`src/atrt_defines.svh`:
```
// Summary of operation
// - Capture flag sets on capture, clears on reading either capture byte.
// - Capture interrupt requested only while capture interrupt enable is one.
// - Clock select 00/11 stops counter one, 01 lite tick, 10 CPU clock.
// - Counter one overflow sets flag; status read clears; gated by its enable.
// - One compare interrupt enable gates all four compare flags; resets zero.
// - Counter one counts up per tick, reloads after overflow, resets zero.
// - Reload value one is loaded at each overflow and sets PWM period.
// - Output enable bits route PWM to pins; zero frees the pin; reset zero.
// - Polarity bit zero passes the waveform, one inverts it; resets zero.
// - Compare flag sets when counter one equals nonzero active duty, channels 2/3 only with counter two run bit zero; channel status read clears.
// - Break active is software read/write, set by low break pin if enabled.
// - During break the four outputs show the break pattern bits.
// - Top two bits of break control and status two read as zero.
// - Duty value sets both the PWM duty cycle and the compare value.
// - Capture pin edge copies counter one into capture value if flag clear.
// - Capture source select picks own pin at zero, lite pin at one.
// - Counter two wrap from maximum sets its flag; status two read clears.
// - Counter two run bit starts counter two; outputs three, four follow it.
// - Transfer two set at reset; copies channel 2/3 preloads at wrap, clears.
// - Transfer one likewise for counter one overflow; cleared after transfer.
`ifndef ATRT_DEFINES_SVH
`define ATRT_DEFINES_SVH

// Register offsets
`define ATRT_OFS_CSR     6'h0d
`define ATRT_OFS_CNT1H   6'h0e
`define ATRT_OFS_CNT1L   6'h0f
`define ATRT_OFS_RLD1H   6'h10
`define ATRT_OFS_RLD1L   6'h11
`define ATRT_OFS_OE      6'h12
`define ATRT_OFS_CH0CSR  6'h13
`define ATRT_OFS_DUTY0H  6'h17
`define ATRT_OFS_CAPH    6'h1f
`define ATRT_OFS_CAPL    6'h20
`define ATRT_OFS_CSR2    6'h21
`define ATRT_OFS_BRK     6'h22
`define ATRT_OFS_RLD2H   6'h23
`define ATRT_OFS_RLD2L   6'h24

// Control status register fields
`define ATRT_CSR_ICF     6
`define ATRT_CSR_CAPTURE_IRQ_ENABLE    5
`define ATRT_CSR_CK_HI   4
`define ATRT_CSR_CK_LO   3
`define ATRT_CSR_FIRST_OVERFLOW_FLAG    2
`define ATRT_CSR_FIRST_OVERFLOW_IRQ_ENABLE  1
`define ATRT_CSR_COMPARE_IRQ_ENABLE   0

// Clock select codes
`define ATRT_CK_LITE     2'h1
`define ATRT_CK_CPU      2'h2

// Status two fields
`define ATRT_CSR2_ICS    5
`define ATRT_CSR2_SECOND_OVERFLOW_IRQ_ENABLE 4
`define ATRT_CSR2_SECOND_OVERFLOW_FLAG   3
`define ATRT_CSR2_RUN2   2
`define ATRT_CSR2_SECOND_TRANSFER_ENABLE  1
`define ATRT_CSR2_FIRST_TRANSFER_ENABLE  0
`define ATRT_CSR2_RESET  8'h03

// Break control fields
`define ATRT_BRK_BA      5
`define ATRT_BRK_BREAK_PIN_ENABLE    4

// Channel status fields
`define ATRT_CH_POL      1
`define ATRT_CH_CMPF     0

// Counter limits
`define ATRT_CNT_MAX     12'hfff
`define ATRT_CNT_ZERO    12'h000

`endif

```
`src/atrt_pkg.sv`:
```
package atrt_pkg;
   typedef logic [5:0] atrt_addr_t;
   typedef logic [7:0] atrt_byte_t;
   typedef logic [11:0] atrt_cnt_t;

   // Counter state
   typedef struct packed {
      logic [11:0] cnt;
   } atrt_ctr_t;

   // Channel waveform state
   typedef struct packed {
      logic level;
   } atrt_chan_t;

   // Register and output state of the timer, apart from counter and channel state
   typedef struct packed {
      logic capture_flag;
      logic capture_irq_enable;
      logic [1:0] ck;
      logic first_overflow_flag;
      logic first_overflow_irq_enable;
      logic compare_irq_enable;
      logic [11:0] rld1;
      logic [11:0] rld2;
      logic [3:0] oe;
      logic [3:0] pol_pre;
      logic [3:0] pol_act;
      logic [3:0] cmpf;
      logic [3:0][11:0] duty_pre;
      logic [3:0][11:0] duty_act;
      logic ba;
      logic break_pin_enable;
      logic [3:0] pattern;
      logic [11:0] cap;
      logic capture_source_select;
      logic second_overflow_irq_enable;
      logic second_overflow_flag;
      logic run2;
      logic second_transfer_enable;
      logic first_transfer_enable;
      logic [3:0] hi_hold;
      logic cap_prev;
      logic [7:0] rd_data;
      logic irq_cap_cmp;
      logic irq_first_overflow_flag;
      logic irq_second_overflow_flag;
      logic [3:0] pwm;
      logic [3:0] pwm_oe;
   } atrt_regs_t;
endpackage

```
`src/atrt_counter.sv`:
```
`timescale 1ns/1ps
`include "atrt_defines.svh"
module atrt_counter (
   input wire logic clk_i,
   input wire logic rst_b_i,
   input wire logic ce_i,
   input wire logic tick_i,
   input wire logic clear_i,
   input wire atrt_pkg::atrt_cnt_t reload_i,
   output atrt_pkg::atrt_cnt_t cnt_o,
   output atrt_pkg::atrt_cnt_t next_cnt_o,
   output logic wrap_o
);
   import atrt_pkg::*;

   atrt_ctr_t q;
   atrt_ctr_t next_q;

   // Wrap from the maximum count reloads rather than rolling to zero
   always_comb begin
      next_q = q;
      wrap_o = tick_i && (q.cnt == `ATRT_CNT_MAX);
      if (clear_i) begin
         next_q.cnt = `ATRT_CNT_ZERO;
      end else if (wrap_o) begin
         next_q.cnt = reload_i;
      end else if (tick_i) begin
         next_q.cnt = q.cnt + 12'h001;
      end
   end

   assign cnt_o = q.cnt;
   assign next_cnt_o = next_q.cnt;

   // State register
   always_ff @(posedge clk_i or negedge rst_b_i) begin
      if (!rst_b_i) begin
         q <= '0;
      end else if (ce_i) begin
         q <= next_q;
      end
   end
endmodule

```
`src/atrt_channel.sv`:
```
`timescale 1ns/1ps
`include "atrt_defines.svh"
module atrt_channel (
   input wire logic clk_i,
   input wire logic rst_b_i,
   input wire logic ce_i,
   input wire logic tick_i,
   input wire logic wrap_i,
   input wire logic clear_i,
   input wire atrt_pkg::atrt_cnt_t next_cnt_i,
   input wire atrt_pkg::atrt_cnt_t duty_i,
   output logic level_o
);
   import atrt_pkg::*;

   atrt_chan_t q;
   atrt_chan_t next_q;

   // High from reload, low from duty match; match checked last so a duty
   // equal to the reload value gives a flat low output
   always_comb begin
      next_q = q;
      if (clear_i) begin
         next_q.level = 1'b0;
      end else begin
         if (wrap_i) begin
            next_q.level = 1'b1;
         end
         if (tick_i && (next_cnt_i == duty_i)) begin
            next_q.level = 1'b0;
         end
      end
   end

   assign level_o = q.level;

   // State register
   always_ff @(posedge clk_i or negedge rst_b_i) begin
      if (!rst_b_i) begin
         q <= '0;
      end else if (ce_i) begin
         q <= next_q;
      end
   end
endmodule

```
`src/atrt_timer.sv`:
```
`timescale 1ns/1ps
`include "atrt_defines.svh"
module atrt_timer (
   input wire logic clk_i,
   input wire logic rst_b_i,
   input wire logic ce_i,
   input wire atrt_pkg::atrt_addr_t addr_i,
   input wire atrt_pkg::atrt_byte_t wr_data_i,
   input wire logic wr_i,
   input wire logic rd_i,
   input wire logic lite_timer_tick_i,
   input wire logic own_capture_pin_i,
   input wire logic lite_capture_pin_i,
   input wire logic break_pin_b_i,
   output atrt_pkg::atrt_byte_t rd_data_o,
   output logic [3:0] pwm_o,
   output logic [3:0] pwm_oe_o,
   output logic irq_capture_compare_o,
   output logic irq_overflow_one_o,
   output logic irq_overflow_two_o
);
   import atrt_pkg::*;

   atrt_regs_t q;
   atrt_regs_t next_q;

   atrt_cnt_t cnt1;
   atrt_cnt_t cnt2;
   atrt_cnt_t next_cnt1;
   atrt_cnt_t next_cnt2;
   logic wrap1;
   logic wrap2;
   logic tick1;
   logic tick2;
   logic [3:0] level;
   logic [3:0] ch_tick;
   logic [3:0] ch_wrap;
   atrt_cnt_t ch_next [4];
   logic cap_sel;
   logic cap_edge;

   // Twelve-bit value split into its two readable bytes
   function automatic atrt_byte_t hi_byte(input atrt_cnt_t v);
      hi_byte = {4'h0, v[11:8]};
   endfunction

   function automatic atrt_byte_t lo_byte(input atrt_cnt_t v);
      lo_byte = v[7:0];
   endfunction

   // Counter one tick; break stops both counters
   always_comb begin
      unique case (q.ck)
         `ATRT_CK_LITE: tick1 = lite_timer_tick_i;
         `ATRT_CK_CPU: tick1 = 1'b1;
         default: tick1 = 1'b0;
      endcase
      if (q.ba) begin
         tick1 = 1'b0;
      end
   end

   // Counter two shares the selected tick and runs only when enabled
   assign tick2 = tick1 && q.run2;

   atrt_counter u_cnt1 (
      .clk_i(clk_i),
      .rst_b_i(rst_b_i),
      .ce_i(ce_i),
      .tick_i(tick1),
      .clear_i(q.ba),
      .reload_i(q.rld1),
      .cnt_o(cnt1),
      .next_cnt_o(next_cnt1),
      .wrap_o(wrap1)
   );

   atrt_counter u_cnt2 (
      .clk_i(clk_i),
      .rst_b_i(rst_b_i),
      .ce_i(ce_i),
      .tick_i(tick2),
      .clear_i(q.ba),
      .reload_i(q.rld2),
      .cnt_o(cnt2),
      .next_cnt_o(next_cnt2),
      .wrap_o(wrap2)
   );

   // Channels two and three move to counter two in dual mode
   generate
      for (genvar i = 0; i < 4; i++) begin : g_ch
         if (i >= 2) begin : g_hi
            assign ch_tick[i] = q.run2 ? tick2 : tick1;
            assign ch_wrap[i] = q.run2 ? wrap2 : wrap1;
            assign ch_next[i] = q.run2 ? next_cnt2 : next_cnt1;
         end else begin : g_lo
            assign ch_tick[i] = tick1;
            assign ch_wrap[i] = wrap1;
            assign ch_next[i] = next_cnt1;
         end
         atrt_channel u_ch (
            .clk_i(clk_i),
            .rst_b_i(rst_b_i),
            .ce_i(ce_i),
            .tick_i(ch_tick[i]),
            .wrap_i(ch_wrap[i]),
            .clear_i(q.ba),
            .next_cnt_i(ch_next[i]),
            .duty_i(q.duty_act[i]),
            .level_o(level[i])
         );
      end
   endgenerate

   // Capture trigger; a source switch can itself look like an edge
   assign cap_sel = q.capture_source_select ? lite_capture_pin_i : own_capture_pin_i;
   assign cap_edge = cap_sel ^ q.cap_prev;

   // Register writes, hardware events and read data
   always_comb begin
      next_q = q;
      next_q.rd_data = 8'h00;
      next_q.cap_prev = cap_sel;

      // Software writes; flags are not writable
      if (wr_i) begin
         unique case (addr_i)
            `ATRT_OFS_CSR: begin
               next_q.capture_irq_enable = wr_data_i[`ATRT_CSR_CAPTURE_IRQ_ENABLE];
               next_q.ck = wr_data_i[`ATRT_CSR_CK_HI:`ATRT_CSR_CK_LO];
               next_q.first_overflow_irq_enable = wr_data_i[`ATRT_CSR_FIRST_OVERFLOW_IRQ_ENABLE];
               next_q.compare_irq_enable = wr_data_i[`ATRT_CSR_COMPARE_IRQ_ENABLE];
            end
            `ATRT_OFS_RLD1H: next_q.rld1[11:8] = wr_data_i[3:0];
            `ATRT_OFS_RLD1L: next_q.rld1[7:0] = wr_data_i;
            `ATRT_OFS_RLD2H: next_q.rld2[11:8] = wr_data_i[3:0];
            `ATRT_OFS_RLD2L: next_q.rld2[7:0] = wr_data_i;
            `ATRT_OFS_OE: begin
               for (int i = 0; i < 4; i++) begin
                  next_q.oe[i] = wr_data_i[2 * i];
               end
            end
            `ATRT_OFS_CSR2: begin
               next_q.capture_source_select = wr_data_i[`ATRT_CSR2_ICS];
               next_q.second_overflow_irq_enable = wr_data_i[`ATRT_CSR2_SECOND_OVERFLOW_IRQ_ENABLE];
               next_q.run2 = wr_data_i[`ATRT_CSR2_RUN2];
               next_q.second_transfer_enable = wr_data_i[`ATRT_CSR2_SECOND_TRANSFER_ENABLE];
               next_q.first_transfer_enable = wr_data_i[`ATRT_CSR2_FIRST_TRANSFER_ENABLE];
            end
            `ATRT_OFS_BRK: begin
               next_q.ba = wr_data_i[`ATRT_BRK_BA];
               next_q.break_pin_enable = wr_data_i[`ATRT_BRK_BREAK_PIN_ENABLE];
               next_q.pattern = wr_data_i[3:0];
            end
            default: begin
            end
         endcase
         // Channel status bytes sit in a run of four, duty bytes in a run of eight
         for (int i = 0; i < 4; i++) begin
            if (addr_i == `ATRT_OFS_CH0CSR + 6'(i)) begin
               next_q.pol_pre[i] = wr_data_i[`ATRT_CH_POL];
            end
            if (addr_i == `ATRT_OFS_DUTY0H + 6'(2 * i)) begin
               next_q.duty_pre[i][11:8] = wr_data_i[3:0];
            end
            if (addr_i == `ATRT_OFS_DUTY0H + 6'(2 * i + 1)) begin
               next_q.duty_pre[i][7:0] = wr_data_i;
            end
         end
      end

      // Reads; clear-on-read flags drop here and may be set again below
      if (rd_i) begin
         unique case (addr_i)
            `ATRT_OFS_CSR: begin
               next_q.rd_data = {1'b0, q.capture_flag, q.capture_irq_enable, q.ck, q.first_overflow_flag,
                                 q.first_overflow_irq_enable, q.compare_irq_enable};
               next_q.first_overflow_flag = 1'b0;
            end
            `ATRT_OFS_CNT1H: next_q.rd_data = {4'h0, q.hi_hold};
            `ATRT_OFS_CNT1L: begin
               next_q.rd_data = lo_byte(cnt1);
               next_q.hi_hold = cnt1[11:8];
            end
            `ATRT_OFS_RLD1H: next_q.rd_data = hi_byte(q.rld1);
            `ATRT_OFS_RLD1L: next_q.rd_data = lo_byte(q.rld1);
            `ATRT_OFS_RLD2H: next_q.rd_data = hi_byte(q.rld2);
            `ATRT_OFS_RLD2L: next_q.rd_data = lo_byte(q.rld2);
            `ATRT_OFS_OE: begin
               next_q.rd_data = {1'b0, q.oe[3], 1'b0, q.oe[2],
                                 1'b0, q.oe[1], 1'b0, q.oe[0]};
            end
            `ATRT_OFS_CAPH: begin
               next_q.rd_data = hi_byte(q.cap);
               next_q.capture_flag = 1'b0;
            end
            `ATRT_OFS_CAPL: begin
               next_q.rd_data = lo_byte(q.cap);
               next_q.capture_flag = 1'b0;
            end
            `ATRT_OFS_CSR2: begin
               next_q.rd_data = {2'b00, q.capture_source_select, q.second_overflow_irq_enable, q.second_overflow_flag,
                                 q.run2, q.second_transfer_enable, q.first_transfer_enable};
               next_q.second_overflow_flag = 1'b0;
            end
            `ATRT_OFS_BRK: begin
               next_q.rd_data = {2'b00, q.ba, q.break_pin_enable, q.pattern};
            end
            default: begin
            end
         endcase
         for (int i = 0; i < 4; i++) begin
            if (addr_i == `ATRT_OFS_CH0CSR + 6'(i)) begin
               next_q.rd_data = {6'h00, q.pol_pre[i], q.cmpf[i]};
               next_q.cmpf[i] = 1'b0;
            end
            if (addr_i == `ATRT_OFS_DUTY0H + 6'(2 * i)) begin
               next_q.rd_data = hi_byte(q.duty_pre[i]);
            end
            if (addr_i == `ATRT_OFS_DUTY0H + 6'(2 * i + 1)) begin
               next_q.rd_data = lo_byte(q.duty_pre[i]);
            end
         end
      end

      // Overflow flags; set wins over a same-cycle read clear
      if (wrap1) begin
         next_q.first_overflow_flag = 1'b1;
      end
      if (wrap2) begin
         next_q.second_overflow_flag = 1'b1;
      end

      // Compare on counter one only; two channels in dual mode, never zero
      for (int i = 0; i < 4; i++) begin
         if (tick1 && (next_cnt1 == q.duty_act[i]) &&
             (q.duty_act[i] != `ATRT_CNT_ZERO) && (i < 2 || !q.run2)) begin
            next_q.cmpf[i] = 1'b1;
         end
      end

      // Capture is inhibited while the previous one is unread
      if (cap_edge && !q.capture_flag) begin
         next_q.cap = cnt1;
         next_q.capture_flag = 1'b1;
      end

      // Preload to active transfers at overflow
      if (wrap1 && q.first_transfer_enable) begin
         for (int i = 0; i < 4; i++) begin
            if (i < 2 || !q.run2) begin
               next_q.duty_act[i] = q.duty_pre[i];
               next_q.pol_act[i] = q.pol_pre[i];
            end
         end
         next_q.first_transfer_enable = 1'b0;
      end
      if (wrap2 && q.second_transfer_enable) begin
         for (int i = 2; i < 4; i++) begin
            next_q.duty_act[i] = q.duty_pre[i];
            next_q.pol_act[i] = q.pol_pre[i];
         end
         next_q.second_transfer_enable = 1'b0;
      end

      // Break pin only counts while enabled
      if (q.break_pin_enable && !break_pin_b_i) begin
         next_q.ba = 1'b1;
      end

      // Break holds period, duty and enables at reset values
      if (q.ba) begin
         next_q.rld1 = `ATRT_CNT_ZERO;
         next_q.rld2 = `ATRT_CNT_ZERO;
         next_q.duty_pre = '0;
         next_q.duty_act = '0;
         next_q.oe = 4'h0;
      end

      // Pin drive; inversion sits before the break pattern
      for (int i = 0; i < 4; i++) begin
         next_q.pwm[i] = q.ba ? q.pattern[i] :
                         (level[i] ^ q.pol_act[i]);
         next_q.pwm_oe[i] = q.oe[i] | q.ba;
      end

      // Interrupt requests from the updated flags
      next_q.irq_cap_cmp = (next_q.capture_flag && next_q.capture_irq_enable) ||
                           ((|next_q.cmpf) && next_q.compare_irq_enable);
      next_q.irq_first_overflow_flag = next_q.first_overflow_flag && next_q.first_overflow_irq_enable;
      next_q.irq_second_overflow_flag = next_q.second_overflow_flag && next_q.second_overflow_irq_enable;
   end

   // Outputs come straight from the state register
   assign rd_data_o = q.rd_data;
   assign pwm_o = q.pwm;
   assign pwm_oe_o = q.pwm_oe;
   assign irq_capture_compare_o = q.irq_cap_cmp;
   assign irq_overflow_one_o = q.irq_first_overflow_flag;
   assign irq_overflow_two_o = q.irq_second_overflow_flag;

   // State register; both transfer enables come up set
   always_ff @(posedge clk_i or negedge rst_b_i) begin
      if (!rst_b_i) begin
         q <= '0;
         q.second_transfer_enable <= 1'b1;
         q.first_transfer_enable <= 1'b1;
      end else if (ce_i) begin
         q <= next_q;
      end
   end
endmodule

```
`config.mk`:
```
export PLATFORM = sky130hd
export DESIGN_NAME = atrt_timer
export DESIGN_NICKNAME = d
export VERILOG_FILES = /design/src/atrt_pkg.sv /design/src/atrt_counter.sv /design/src/atrt_channel.sv /design/src/atrt_timer.sv
export VERILOG_INCLUDE_DIRS = /design/src
export SDC_FILE = /design/constraint.sdc
export NUM_CORES = 1
export LEC_CHECK = 0
export ABC_AREA = 1
export BUFFER_PORTS_ARGS = -buffer_cell sky130_fd_sc_hd__buf_4
export CORE_MARGIN = 3
export CORE_UTILIZATION = 52
export DETAILED_ROUTE_END_ITERATION = 7
export GPL_TIMING_DRIVEN = 0
export PLACE_DENSITY = 0.73
export SKIP_LAST_GASP = 1
export SYNTH_ARGS = -nofsm -noshare
export SYNTH_HDL_FRONTEND = slang
export SYNTH_SLANG_ARGS = --single-unit
```
`constraint.sdc`:
```
create_clock -name clk_i -period 6.3 [get_ports clk_i]
set_input_delay 0.63 -clock clk_i [delete_from_list [all_inputs] [get_ports clk_i]]
set_output_delay 0.63 -clock clk_i [all_outputs]
set_load 0.005 [all_outputs]
```
==> results.json <==
{
  "end_kind": "register",
  "hold_path.class": "input pin to register",
  "cts_setup_buffers": 0,
  "wl_met3_um": 5470,
  "drt.antenna.violating_nets": 0,
  "netlist_instances": 1730,
  "ys_warn_count": 0,
  "synth_top_cell_area_share": 0.435,
  "start_util": 0.531,
  "top_layer_used": "met5",
  "rsz0062_at_grt": "false",
  "area_growth_pct": 12.8,
  "critPathBufInv": 2,
  "drc_errors": 0,
  "syn_avg_cell_area_um2": 7.22,
  "wl_per_cell_um": 23.8,
  "fmax_mhz": 273,
  "grt-ovfl-total": 0,
  "max_cap_viol_count": 0,
  "synth_fp_nets": 1757,
  "cts_max_path_buffers": 3,
  "n_antenna_cell": 0,
  "cp_cell_sequence": "inv_1 > ha_1 > nor2_2 > nand2_2 > inv_2 > nand2_1 > nor3_4 > nand2_1 > nor2_2 > a21oi_1 > nand3_1 > nand2_1 > nand2_1 > nand3_1 > nor2_1 > nand2_1 > nor2_1 > nor2_1",
  "holdWs_ns": 0.328,
  "cp_max_fo": 6,
  "mostFrequentLayoutCell": "nand2_1",
  "worst_slew_pin_slew_ns": 1.21,
  "portBuffers": 41,
  "cts_resized": 0,
  "synth_area_mm2": 0.0125,
  "power.density_mw_per_mm2": 249,
  "async_flop_share": 1.00,
  "dr_wl_met2_um": 22000,
  "root_buffer": "clkbuf_16",
  "crit_path_start_kind": "register",
  "wl_um": 50800,
  "cp_slowest_cell": "dfrtp_1",
  "relSlewSlack": 0.195,
  "post-route-min-period_ns": 3.67,
  "yosys.area.top_type": "dfrtp_1",
  "numCtsBuffers": 25,
  "num_vias": 12900,
  "synthDistinctLibCells": 49,
  "cts_tree": "built",
  "yosysSeqAreaShare": 0.439,
  "multiInputGateArea_mm2": 0.00585,
  "place_congestion": 1.02,
  "slowest_delay_ns": 0.38,
  "core-area_mm2": 0.0235,
  "skew_ns": 0.0256,
  "ir_worst_vdd_mv": 0.207,
  "cp_common_cell": "nand2_1",
  "grt_start_max_net_pins": 120,
  "synth-edff-count": 0,
  "critPathKind": "register to register",
  "drive_gt1_frac": 0.0914,
  "post-route-period-util": 0.582,
  "outcome": "completed",
  "insertion_delay_ns": 0.56,
  "leakagePower_nw": 6.58,
  "die_area_mm2": 0.0259,
  "synthTopCellsByArea": "dfrtp_1 (43%), nand2_1 (15%), o21ai_0 (8.8%)",
  "fillCellCount": 2301,
  "clkTransAtPathRegs_ns": 0.06,
  "setup_tns_ns": 0,
  "drtIter0Drc": 1882,
  "seq_area_mm2": 0.00548,
  "arrival_ns": 4.10,
  "num_rows": 56,
  "rrSetupSlack_ns": 2.63,
  "setup_viol": 0,
  "io_pins": 42,
  "grt.total_usage": 0.391,
  "cts_sinks": 219,
  "final_nets": 1828,
  "grt_pass1_vias": 12100,
  "viasPerCell": 6.04,
  "dieWidth_um": 161,
  "cp.required_ns": 6.73,
  "htree_levels": 1,
  "layout_common_cells": "nand2_1 (509), o21ai_0 (219), dfrtp_1 (217)",
  "dr.pass1.iters": 8,
  "die_y_um": 161,
  "grt_pass1_wl_um": 75800,
  "maxSlewViolCount": 0,
  "synth-seq-cells": 219,
  "synth_flop_cell": "dfrtp_1",
  "hold_violations": 0,
  "critPathTopFamily": "simple AND/OR/NAND/NOR gates",
  "dp.final_hpwl_um": 39200,
  "route.layer.met1.wl_um": 20100,
  "grt_antenna_before_repair": 2
}
stage by stage:
| step | setup slack (ns) | util | instance area [µm²] | instances | power [mW] |
|---|---|---|---|---|---|
| 6_report | 2.63 | 0.598 | 14100 | 2136 | 3.51 |
| 5_1_grt | 2.48 | 0.598 | 14100 | 2136 | 3.61 |
| 4_1_cts | 2.69 | 0.598 | 14100 | 2136 | 3.49 |
| 3_5_place_dp | 2.71 | 0.563 | 13300 | 2092 | 2.03 |
| 3_3_place_gp | 2.72 | 0.561 | 13200 | 2090 | 2.02 |
| 2_1_floorplan | 3.99 | - | 12500 | 1730 | 1.80 |
metal layers:
| metal | vias up | track usage |
|---|---|---|
| li1 | 5818 | - |
| met4 | 4 | 0.198 |
| met1 | 6145 | 0.544 |
| met2 | 755 | 0.587 |
| met5 | - | 0 |
| met3 | 175 | 0.0754 |
worst register-to-register path, cell delays in order, from the launching register on:
cell     delay (ns)
dfrtp_1        0.38
inv_1          0.07
ha_1           0.30
nor2_2         0.23
nand2_2        0.17
inv_2          0.11
nand2_1        0.18
nor3_4         0.25
nand2_1        0.27
nor2_2         0.30
a21oi_1        0.21
nand3_1        0.24
nand2_1        0.16
nand2_1        0.08
nand3_1        0.06
nor2_1         0.11
nand2_1        0.06
nor2_1         0.31
nor2_1         0.08
area by class of cell:
class,instances,share of cell area
Multi-Input combinational cell,1231,0.415
Tap cell,319,0.0283
Buffer,70,0.0266
Clock inverter,11,0.00870
Sequential cell,219,0.389
Clock buffer,32,0.0491
Inverter,210,0.0559
Timing Repair Buffer,44,0.0270
cell families after synthesis:
kind of cell	share of synthesized area
fa+ha+maj	0.00401
simple gates	0.310
compound gates	0.142
flops	0.439
xor+xnor	0.00771
mux	0.00441
buf+inv	0.0930
cells in the mapped netlist (2+ instances only):
cell type	number
o21ai_1	8
a22oi_1	3
o21ai_0	219
o211ai_1	8
o2111ai_1	8
clkinv_1	2
o21bai_1	3
nand4_1	35
nor4_1	6
inv_1	202
nand2_2	11
ha_1	4
clkbuf_1	31
nand2_4	4
inv_2	6
nand3_2	8
nand3b_1	5
o221ai_1	3
dfrtp_1	217
buf_2	11
buf_6	3
o31ai_1	3
dfstp_2	2
nor3_1	11
nor2_2	5
a221oi_1	4
a21oi_1	41
buf_4	20
o22ai_1	20
nand3_1	172
xor2_1	11
nor2_1	112
nand2_1	509
buf_1	5
mux2_2	4
what timing repair did:
item	in CTS	in global routing
setup endpoints to repair	0	0
hold buffers	1	0
endpoints found under the hold margin	23	0
flip-flops by register name, indices dropped and copies added (netlist names):
signal                 cells
irq_overflow_two_o         1
pwm_oe_o                   4
g_ch.u_ch.level_o          4
rd_data_o                  8
irq_overflow_one_o         1
pwm_o                      4
u_cnt2.cnt_o              12
irq_capture_compare_o      1
q                        172
u_cnt1.cnt_o              12
final timing paths:
check	start	endpoint	cells past startpoint
max in group asynchronous	rst_b_i	q[85]	4
hold reg to reg	rd_data_o[5]	rd_data_o[5]	2
setup reg to reg	q[187]	g_ch[2].u_ch.level_o	18
setup / recovery	q[187]	g_ch[2].u_ch.level_o	18
min in group asynchronous	rst_b_i	q[39]	2
hold / removal	break_pin_b_i	q[47]	2
power by group:
group / total [mW] / switching, mW / internal [mW]
logic: 0.486 / 0.358 / 0.128
registers: 1.54 / 0.0595 / 1.48
clock network: 1.48 / 0.624 / 0.857
No activity file was read; power rests on OpenSTA's default activity.
